**src/hw/boot_intake_pkg.sv**
```systemverilog
package boot_intake_pkg;

    // Mode clock divider
    localparam int unsigned BOOT_CLK_DIV = 256;
    // Stream length and word packing
    localparam int unsigned STREAM_BITS = 256;
    localparam int unsigned CFG_WORD_W = 8;
    localparam int unsigned CFG_FIFO_DEPTH = 32;

    // Sequencer states
    typedef enum logic [3:0] {
        ST_OFF     = 4'h1,
        ST_CAPTURE = 4'h2,
        ST_HOLD    = 4'h4,
        ST_RUN     = 4'h8
    } seq_state_t;

    // Synchroniser lanes
    localparam int unsigned SYNC_SUPPLY = 0;
    localparam int unsigned SYNC_COLD = 1;
    localparam int unsigned SYNC_REINIT = 2;
    localparam int unsigned SYNC_DIN = 3;
    localparam logic [3:0] SYNC_RESET = 4'h0;

endpackage

```
**src/hw/cfg_word_fifo.sv**
```systemverilog
module cfg_word_fifo #(
    parameter int unsigned WIDTH = 8,
    parameter int unsigned DEPTH = 32
) (
    // Clock and reset
    input wire logic clk,
    input wire logic rst_n,
    input wire logic flush,
    // Fill side
    input wire logic in_valid,
    output logic in_ready,
    input wire logic [WIDTH-1:0] in_data,
    // Drain side
    output logic out_valid,
    input wire logic out_ready,
    output logic [WIDTH-1:0] out_data
);
    localparam int unsigned AW = (DEPTH > 1) ? $clog2(DEPTH) : 1;
    localparam int unsigned CW = $clog2(DEPTH + 1);
    localparam logic [AW-1:0] LAST = AW'(DEPTH - 1);

    logic [WIDTH-1:0] mem_q [DEPTH];
    logic [AW-1:0] wr_q;
    logic [AW-1:0] rd_q;
    logic [CW-1:0] cnt_q;
    logic push;
    logic pop;

    // Full and empty come straight from the occupancy count
    assign in_ready = (cnt_q != CW'(DEPTH));
    assign out_valid = (cnt_q != '0);
    assign out_data = mem_q[rd_q];
    assign push = in_valid && in_ready;
    assign pop = out_valid && out_ready;

    // Storage, no reset needed on the data itself
    always_ff @(posedge clk) begin
        if (push) begin
            mem_q[wr_q] <= in_data;
        end
    end

    // Pointers wrap at DEPTH, which need not be a power of two
    always_ff @(posedge clk or negedge rst_n) begin
        if (!rst_n) begin
            wr_q <= '0;
            rd_q <= '0;
            cnt_q <= '0;
        end else if (flush) begin
            wr_q <= '0;
            rd_q <= '0;
            cnt_q <= '0;
        end else begin
            if (push) begin
                wr_q <= (wr_q == LAST) ? '0 : wr_q + 1'b1;
            end
            if (pop) begin
                rd_q <= (rd_q == LAST) ? '0 : rd_q + 1'b1;
            end
            if (push && !pop) begin
                cnt_q <= cnt_q + 1'b1;
            end else if (pop && !push) begin
                cnt_q <= cnt_q - 1'b1;
            end
        end
    end
endmodule

```
**src/hw/reset_and_boot_mode_intake.sv**
```systemverilog
module reset_and_boot_mode_intake #(
    parameter int unsigned DIV_RATIO = boot_intake_pkg::BOOT_CLK_DIV,
    parameter int unsigned N_BITS = boot_intake_pkg::STREAM_BITS,
    parameter int unsigned WORD_W = boot_intake_pkg::CFG_WORD_W,
    parameter int unsigned FIFO_DEPTH = boot_intake_pkg::CFG_FIFO_DEPTH
) (
    // Primary clock and power-on reset
    input wire logic clk,
    input wire logic rst_n,
    // Board reset pins
    input wire logic supply_good,
    input wire logic cold_init_n,
    input wire logic reinit_n,
    // Serial configuration pins
    output logic boot_cfg_clk,
    input wire logic boot_cfg_din,
    // Reset towards the core
    output logic core_rst_n,
    output logic warm_reset,
    output logic cfg_done,
    // Captured configuration words
    output logic [WORD_W-1:0] cfg_data,
    output logic cfg_valid,
    input wire logic cfg_ready
);
    import boot_intake_pkg::*;

    localparam int unsigned DIV_W = $clog2(DIV_RATIO);
    localparam logic [DIV_W-1:0] DIV_LAST = DIV_W'(DIV_RATIO - 1);
    localparam logic [DIV_W-1:0] DIV_RISE = DIV_W'(DIV_RATIO / 2 - 1);
    localparam int unsigned BC_W = $clog2(N_BITS + 1);
    localparam logic [BC_W-1:0] BITS_ALL = BC_W'(N_BITS);
    localparam int unsigned WB_W = $clog2(WORD_W + 1);
    localparam logic [WB_W-1:0] WORD_BITS = WB_W'(WORD_W);

    logic [3:0] sync1_q;
    logic [3:0] sync2_q;
    logic supply_prev_q;
    logic supply_s;
    logic cold_s;
    logic reinit_s;
    logic din_s;
    logic supply_rise;
    logic [DIV_W-1:0] div_q;
    logic rise_tick;
    logic fall_tick;
    logic clk_run;
    logic sample_now;
    logic boot_cfg_clk_q;
    logic [WORD_W-1:0] shreg_q;
    logic [WB_W-1:0] wbits_q;
    logic [BC_W-1:0] bit_cnt_q;
    logic [WORD_W-1:0] word_q;
    logic pend_q;
    logic fifo_in_ready;
    logic fifo_out_valid;
    logic fifo_out_ready;
    logic [WORD_W-1:0] fifo_out_data;
    logic flush;
    logic stream_in;
    seq_state_t state_q;
    seq_state_t state_d;
    logic core_rst_n_q;
    logic warm_reset_q;
    logic cfg_done_q;
    logic [WORD_W-1:0] cfg_data_q;
    logic cfg_valid_q;

    // Every pin passes two flops; only the second stage is read
    always_ff @(posedge clk or negedge rst_n) begin
        if (!rst_n) begin
            sync1_q <= SYNC_RESET;
            sync2_q <= SYNC_RESET;
        end else begin
            sync1_q <= {boot_cfg_din, reinit_n, cold_init_n, supply_good};
            sync2_q <= sync1_q;
        end
    end

    assign supply_s = sync2_q[SYNC_SUPPLY];
    assign cold_s = sync2_q[SYNC_COLD];
    assign reinit_s = sync2_q[SYNC_REINIT];
    assign din_s = sync2_q[SYNC_DIN];

    // Edge detect on the settled supply indication
    always_ff @(posedge clk or negedge rst_n) begin
        if (!rst_n) begin
            supply_prev_q <= 1'b0;
        end else begin
            supply_prev_q <= supply_s;
        end
    end

    assign supply_rise = supply_s && !supply_prev_q;

    // Free-running divide by DIV_RATIO, never held or reloaded
    always_ff @(posedge clk or negedge rst_n) begin
        if (!rst_n) begin
            div_q <= '0;
        end else begin
            div_q <= (div_q == DIV_LAST) ? '0 : div_q + 1'b1;
        end
    end

    assign rise_tick = (div_q == DIV_RISE);
    assign fall_tick = (div_q == DIV_LAST);
    // High pulses are skipped while a word waits for FIFO room, so the source stalls
    assign clk_run = (state_q == ST_CAPTURE) && !pend_q && (bit_cnt_q != BITS_ALL);
    assign sample_now = rise_tick && clk_run;

    // Mode clock output: half high, half low, low when gated or unpowered
    // A high phase is cut on supply loss, so no late fall can advance the source past bit 0
    always_ff @(posedge clk or negedge rst_n) begin
        if (!rst_n) begin
            boot_cfg_clk_q <= 1'b0;
        end else if (flush) begin
            boot_cfg_clk_q <= 1'b0;
        end else if (fall_tick) begin
            boot_cfg_clk_q <= 1'b0;
        end else if (sample_now) begin
            boot_cfg_clk_q <= 1'b1;
        end
    end

    // Serial shift, first bit ends up in the word MSB
    always_ff @(posedge clk or negedge rst_n) begin
        if (!rst_n) begin
            shreg_q <= '0;
            wbits_q <= '0;
            bit_cnt_q <= '0;
        end else if (supply_rise || !supply_s) begin
            shreg_q <= '0;
            wbits_q <= '0;
            bit_cnt_q <= '0;
        end else if (sample_now) begin
            shreg_q <= {shreg_q[WORD_W-2:0], din_s};
            bit_cnt_q <= bit_cnt_q + 1'b1;
            wbits_q <= (wbits_q == WORD_BITS - 1'b1) ? '0 : wbits_q + 1'b1;
        end
    end

    // Completed word waits here until the FIFO accepts it
    always_ff @(posedge clk or negedge rst_n) begin
        if (!rst_n) begin
            word_q <= '0;
            pend_q <= 1'b0;
        end else if (supply_rise || !supply_s) begin
            pend_q <= 1'b0;
        end else if (sample_now && (wbits_q == WORD_BITS - 1'b1)) begin
            word_q <= {shreg_q[WORD_W-2:0], din_s};
            pend_q <= 1'b1;
        end else if (pend_q && fifo_in_ready) begin
            pend_q <= 1'b0;
        end
    end

    // A fresh supply drops any words of an older stream
    assign flush = supply_rise || !supply_s;
    assign fifo_out_ready = !cfg_valid_q || cfg_ready;

    cfg_word_fifo #(
        .WIDTH(WORD_W),
        .DEPTH(FIFO_DEPTH)
    ) u_fifo (
        .clk(clk),
        .rst_n(rst_n),
        .flush(flush),
        .in_valid(pend_q),
        .in_ready(fifo_in_ready),
        .in_data(word_q),
        .out_valid(fifo_out_valid),
        .out_ready(fifo_out_ready),
        .out_data(fifo_out_data)
    );

    // Registered output stage in front of the consumer
    always_ff @(posedge clk or negedge rst_n) begin
        if (!rst_n) begin
            cfg_data_q <= '0;
            cfg_valid_q <= 1'b0;
        end else if (flush) begin
            cfg_valid_q <= 1'b0;
        end else if (fifo_out_ready) begin
            cfg_valid_q <= fifo_out_valid;
            if (fifo_out_valid) begin
                cfg_data_q <= fifo_out_data;
            end
        end
    end

    assign stream_in = (bit_cnt_q == BITS_ALL) && !pend_q;

    // Sequencer; losing supply wins over everything else
    always_comb begin
        state_d = state_q;
        case (state_q)
            ST_OFF: begin
                if (supply_rise) begin
                    state_d = ST_CAPTURE;
                end
            end
            ST_CAPTURE: begin
                if (stream_in) begin
                    state_d = ST_HOLD;
                end
            end
            ST_HOLD: begin
                // Releases are trusted to be clean, only the synced level is used
                if (cold_s && reinit_s) begin
                    state_d = ST_RUN;
                end
            end
            ST_RUN: begin
                if (!cold_s || !reinit_s) begin
                    state_d = ST_HOLD;
                end
            end
            default: begin
                state_d = ST_OFF;
            end
        endcase
        if (!supply_s) begin
            state_d = ST_OFF;
        end
    end

    always_ff @(posedge clk or negedge rst_n) begin
        if (!rst_n) begin
            state_q <= ST_OFF;
        end else begin
            state_q <= state_d;
        end
    end

    // Core reset and status flags, all registered
    always_ff @(posedge clk or negedge rst_n) begin
        if (!rst_n) begin
            core_rst_n_q <= 1'b0;
            warm_reset_q <= 1'b0;
            cfg_done_q <= 1'b0;
        end else begin
            core_rst_n_q <= (state_d == ST_RUN);
            cfg_done_q <= (state_d == ST_HOLD) || (state_d == ST_RUN);
            if (state_d == ST_OFF || (state_q == ST_RUN && !cold_s)) begin
                warm_reset_q <= 1'b0;
            end else if (state_q == ST_RUN && cold_s && !reinit_s) begin
                warm_reset_q <= 1'b1;
            end
        end
    end

    assign boot_cfg_clk = boot_cfg_clk_q;
    assign core_rst_n = core_rst_n_q;
    assign warm_reset = warm_reset_q;
    assign cfg_done = cfg_done_q;
    assign cfg_data = cfg_data_q;
    assign cfg_valid = cfg_valid_q;
endmodule

```
**config.mk**
```make
export PLATFORM = sky130hd
export DESIGN_NAME = reset_and_boot_mode_intake
export DESIGN_NICKNAME = d
export VERILOG_FILES = /design/src/hw/boot_intake_pkg.sv /design/src/hw/cfg_word_fifo.sv /design/src/hw/reset_and_boot_mode_intake.sv
export SDC_FILE = /design/constraint.sdc
export NUM_CORES = 1
export LEC_CHECK = 0
export BUFFER_PORTS_ARGS = -buffer_cell sky130_fd_sc_hd__buf_2
export CORE_ASPECT_RATIO = 0.8
export CORE_MARGIN = 10
export CORE_UTILIZATION = 55
export CTS_CLUSTER_SIZE = 28
export DETAILED_ROUTE_END_ITERATION = 8
export GPL_ROUTABILITY_DRIVEN = 0
export PLACE_DENSITY = 0.78
export SLEW_MARGIN = 15
export SYNTH_ARGS = -nofsm -noshare
export SYNTH_HDL_FRONTEND = slang
export SYNTH_HIERARCHICAL = 1
export SYNTH_SLANG_ARGS = --single-unit
```
**constraint.sdc**
```tcl
create_clock -name clk -period 4.14 [get_ports clk]
set_input_delay 0 -clock clk [delete_from_list [all_inputs] [get_ports clk]]
set_output_delay 0 -clock clk [all_outputs]
set_load 0.03 [all_outputs]
```
# Word level (Yosys, flattened, before mapping)
# Memory sizes are Yosys's and may differ from the RTL's. A register that Yosys moved wholly into a read port is not among the register bits.
# Index checks and enable logic that the tools add are counted.
# word_totals
input_bits,7
regBits,71
ram_bits,256
memories,1
# memory_table
name,depth,word_bits,rd,rd_clocked_by_memory_dff,write_ports,line_no,rtl
u_fifo.mem_q,32,8,1,1,1,cfg_word_fifo.sv:22,logic [WIDTH-1:0] mem_q [DEPTH];
# classes
n_mux,35
n_reduce_logical,39
eq_ne,15
bitwise_logic,1
add_sub_neg,7
# ops
cell,count
4-bit two-way mux,8
5-bit two-way mux,6
6-bit two-way mux,3
9-bit two-way mux,2
4-bit case mux with 4 select lines,1
1-bit logical AND,14
7-bit two-way mux,2
4-bit by 3-bit == test with 1-bit output (second input constant),3
1-bit two-way mux,12
5-bit by 1-bit adder with 5-bit output (second input constant),2
5-bit == test (second input constant),2
2-bit nonzero test,5
9-bit by 1-bit adder with 9-bit output (second input constant),1
9-bit == test (second input constant),1
1-bit zero test,9
9-bit inequality test (second input constant),1
3-bit nonzero test,3
8-bit by 1-bit adder with 8-bit output (second input constant),1
4-bit by 1-bit == test with 1-bit output (second input constant),2
4-bit == test (second input constant),2
8-bit by 7-bit == test with 1-bit output (second input constant),1
8-bit == test (second input constant),1
8-bit two-way mux,1
6-bit by 1-bit adder with 6-bit output (second input constant),1
9 further kinds,13

# Depth between registers and ports, before layout
# logic_depth
ltp_word,8
ltp_mapped,12
mapped_depth_nobuf,10

# By module
# The synthesis kept the hierarchy.
# by_module_without_submodules
mod,cells_per_inst,area_per_inst_um2,instances,seq_area_each_um2
cfg_word_fifo,526,10979.3,1,8087.8
reset_and_boot_mode_intake,236,2757.6,1,1577.8

# Worst setup path after synthesis
# No wires, ideal clock.
# synth_path
path_type,reg2reg
start,reg u_fifo.cnt_q[0]
end,reg u_fifo.cnt_q[5]
setup_slack_ns,1.114
required_ns,4.012
arrival_ns,2.899
path_stages_with_launch,12
setup_ns,0.128
n_path_buf,2
cell_sequence,dfrtp_1 or4_1 buf_2 o31ai_2 buf_4 nand2_2 ha_1 a211oi_1 o21bai_1 a21oi_1 mux2i_1 mux2_1
# synth_via
elab_chain_cells,6
word_cells_on_any_way,14
# synth_lines
item,line_no,rtl
start: declaration,cfg_word_fifo.sv:25,logic [CW-1:0] cnt_q;
start signal: assignment,cfg_word_fifo.sv:61,cnt_q <= cnt_q + 1'b1;
start signal: assignment,cfg_word_fifo.sv:63,cnt_q <= cnt_q - 1'b1;
"parallel branches: the longest is 6 deep, another holds 6-bit by 1-bit subtractor with 6-bit output",-,
# Several ways; the timed one is not identified. The select of a mux whose other input is x is not followed.
# A chain may end at the register's enable or synchronous reset.

# Final worst setup path
# Same ends and word-level chain as after synthesis.

==> impl_metrics.env <==
export IMPL_io_buffers=19
export IMPL_synth_compound_area_share_pct=3.55
export IMPL_grt_pass1_vias=7126
export IMPL_critPathKind="reg -> reg"
export IMPL_fmax_mhz=302
export IMPL_cts_buffer_depth=3
export IMPL_async_flop_share_pct=23.6
export IMPL_layout_commonest_cell="edfxtp_1"
export IMPL_end_kind="flop"
export IMPL_wl_met2_um=12600
export IMPL_startpoint_type="flop"
export IMPL_pin_count=20
export IMPL_setup_tns_ns=0
export IMPL_wl_met3_um=2120
export IMPL_synthCells=762
export IMPL_muxShareOfSynthArea_pct=16.0
export IMPL_nets=812
export IMPL_fin_skew_ns=0.0189
export IMPL_max_slew_margin_pct=22.1
export IMPL_area_growth_syn_to_layout_pct=10.6
export IMPL_via_per_inst=6.24
export IMPL_netlist_area_sq_mm=0.0137
export IMPL_synth_edf_count=256
export IMPL_fin_hold_ws_ns=0.0860
export IMPL_synth_area_per_cell_sq_um=18.0
export IMPL_path_cells="or4_1 > o31ai_2 > buf_4 > nand2_2 > ha_1 > a211oi_1 > o21bai_1 > a21oi_1 > mux2i_1 > mux2_1"
export IMPL_grtUsageTotal_pct=17.0
export IMPL_dp_cells=1068
export IMPL_path_buf_inv=1
export IMPL_n_fill_cell=1645
export IMPL_synth_top_family_by_area="multiplexers"
export IMPL_finalMaxSlewViolations=0
export IMPL_start_util_pct=56.2
export IMPL_ys_seq_elements=335
export IMPL_min_delay_path_class="in -> reg"
export IMPL_synth_warnings=6
export IMPL_status="finished clean"
export IMPL_endpoint="u_fifo/cnt_q[5]$_DFFE_PN0P_"
export IMPL_finalCritPeriodShare_pct=80.1
export IMPL_antenna_found_initial=0
export IMPL_path_depth=10
export IMPL_critical_path_top_delay_family="compound AO/OA/AOI/OAI gates"
export IMPL_cts_tree="done"
export IMPL_drt_total_wl_um=27000
export IMPL_synth_simple_area_share_pct=6.49
export IMPL_cts_root_buffer="clkbuf_16"
export IMPL_synth_main_ff_cell="edfxtp_1"
export IMPL_antenna_diode_count=0
export IMPL_hold_viol=0
export IMPL_drive_above_1_share_pct=25.4
export IMPL_syn_num_nets=785
export IMPL_grt_pass1_wl_um=42300
export IMPL_yosys_cell_types_count=63
export IMPL_cp_max_fo=11
export IMPL_cap_viol_max_count=0
export IMPL_wl_met1_um=11800
export IMPL_cp_required_ns=4.58
export IMPL_reg2reg_to="u_fifo/cnt_q[5]$_DFFE_PN0P_"
export IMPL_rsz0062_at_grt="no"
export IMPL_worst_pin_slew_ns=1.17
export IMPL_cts_hold_buf=6
export IMPL_crit_path_start="u_fifo/cnt_q[0]$_DFFE_PN0P_"
export IMPL_leakage_nw=4.31
export IMPL_ir_drop_v=0.000354
export IMPL_top_layer_used="met4"
export IMPL_reg2reg_slack_ns=0.82
export IMPL_vias=7059
export IMPL_cp_arrival_ns=3.76
export IMPL_yosysSeqAreaShare_pct=70.4
export IMPL_cp_slowest_stage_delay_ns=0.66
export IMPL_worstSkewPairLatency_ns=0.57
export IMPL_final_cell_mix="256 x edfxtp_1, 80 x mux4_2, 72 x dfrtp_1"
export IMPL_core_area_sq_mm=0.0244
export IMPL_grt_start_max_net_pins=80
export IMPL_r2r_cells=10
export IMPL_cts_sinks=335
export IMPL_hpwlAfterDp_um=16500
export IMPL_die_y_um=161
export IMPL_worst_path_max_delay_cell="or4_1"
export IMPL_synthAdderAreaFrac_pct=1.51
export IMPL_setup_viol=0
export IMPL_post_cts_setup_buffers=0
export IMPL_dieArea_sq_mm=0.0317
export IMPL_drc=0
export IMPL_cts_resized_gates=0
export IMPL_gr_total_overflow=0
export IMPL_dr_pass1_iters=5
export IMPL_ant_nets=0
export IMPL_wl_per_cell_um=23.8
export IMPL_rows=51
export IMPL_reg2reg_from="u_fifo/cnt_q[0]$_DFFE_PN0P_"
export IMPL_die_w_um=197
export IMPL_path_clk_slew_ns=0.06
export IMPL_cts_htree_levels=1
export IMPL_instances_no_fill=1132
export IMPL_period_needed_ns=3.32
export IMPL_synth_xor_area_share_pct=0.383
export IMPL_numCtsBuffers=31
export IMPL_powerDensity_mw_per_mm2=447
export IMPL_drt_first_iter_violations=788
==> sequential cells by signal (all words and copies together), names as in the netlist <==
name,flops
u_fifo/mem_q,256
bit_cnt_q,9
cfg_data,8
div_q,8
word_q,8
shreg_q,7
u_fifo/cnt_q,6
u_fifo/rd_q,5
u_fifo/wr_q,5
state_q,4
sync1_q,4
sync2_q,4
wbits_q,4
boot_cfg_clk,1
cfg_done,1
cfg_valid,1
core_rst_n,1
pend_q,1
supply_prev_q,1
warm_reset,1
==> area by class of cell <==
class	instances	area [sq um]	area share, %
timing repair buffer	32	210	1.38
multi-input combinational	378	3840	25.3
sequential	335	9680	63.7
clock inverter	23	244	1.61
inverter	11	41.3	0.272
clock buffer	35	791	5.20
tap	318	398	2.62
==> worst min-delay path by stage <==
stage | start | end | slack [ns] | cells past startpoint
CTS | supply_good | sync1_q[0]$_DFF_PN0_ | 0.06 | 2
global placement | supply_good | sync1_q[0]$_DFF_PN0_ | 0.11 | 1
detailed placement | supply_good | sync1_q[0]$_DFF_PN0_ | 0.11 | 1
finish | supply_good | sync1_q[0]$_DFF_PN0_ | 0.09 | 2
floorplan | rst_n | bit_cnt_q[0]$_DFFE_PN0P_ | -0.30 | 0
global route | cold_init_n | sync1_q[1]$_DFF_PN0_ | 0.08 | 2
==> Yosys cell counts (4+ instances only) <==
cell type / count / area, sq um
a21oi_1: 29 / 145
and3_1: 4 / 25.0
and4_1: 4 / 35.0
buf_1: 8 / 30.0
buf_2: 8 / 40.0
buf_6: 4 / 45.0
clkbuf_1: 16 / 60.1
dfrtp_1: 78 / 1950
edfxtp_1: 256 / 7690
ha_1: 15 / 188
inv_1: 10 / 37.5
mux2_1: 7 / 78.8
mux2_2: 23 / 259
mux2i_1: 6 / 60.1
mux4_2: 80 / 1800
nand2_1: 21 / 78.8
nand2b_1: 4 / 25.0
nand3_1: 20 / 100
nand3b_1: 5 / 37.5
nor2_1: 54 / 203
nor2b_1: 5 / 31.3
nor3_1: 8 / 40.0
o21a_1: 4 / 30.0
o21ai_0: 19 / 95.1
o31ai_1: 7 / 52.6
or4_1: 10 / 75.1
==> per-stage QoR <==
step	cell area, sq um	power, mW	utilization (%)	worst slack (ns)
after floorplan	13700	3.93	-	1.11
after global placement	14100	3.98	57.7	0.983
after detailed placement	14100	3.99	57.7	0.869
after CTS	15200	6.84	62.2	0.851
after global routing	15200	7.01	62.2	0.623
final	15200	6.79	62.2	0.824
==> cell families (layout without fill, tap and decap cells) <==
family	after synthesis	in the layout
mux	116	116
buf+inv	49	101
flops	335	335
fa+ha+maj	16	16
compound gates	78	78
xor+xnor	6	6
simple gates	162	162
==> power breakdown <==
group | switching [mW] | internal, mW | total [mW]
registers | 0.0591 | 3.60 | 3.66
logic | 0.138 | 0.132 | 0.270
clock network | 1.23 | 1.64 | 2.86
total | 1.43 | 5.36 | 6.79
==> per-layer routing <==
layer  global-route usage, %  up-vias
met5                       0        -
met4                    3.78        0
met3                    3.48       37
met2                    26.3      269
met1                    24.5     3659
li1                        -     3094
Power figures use the tool's default switching activity.
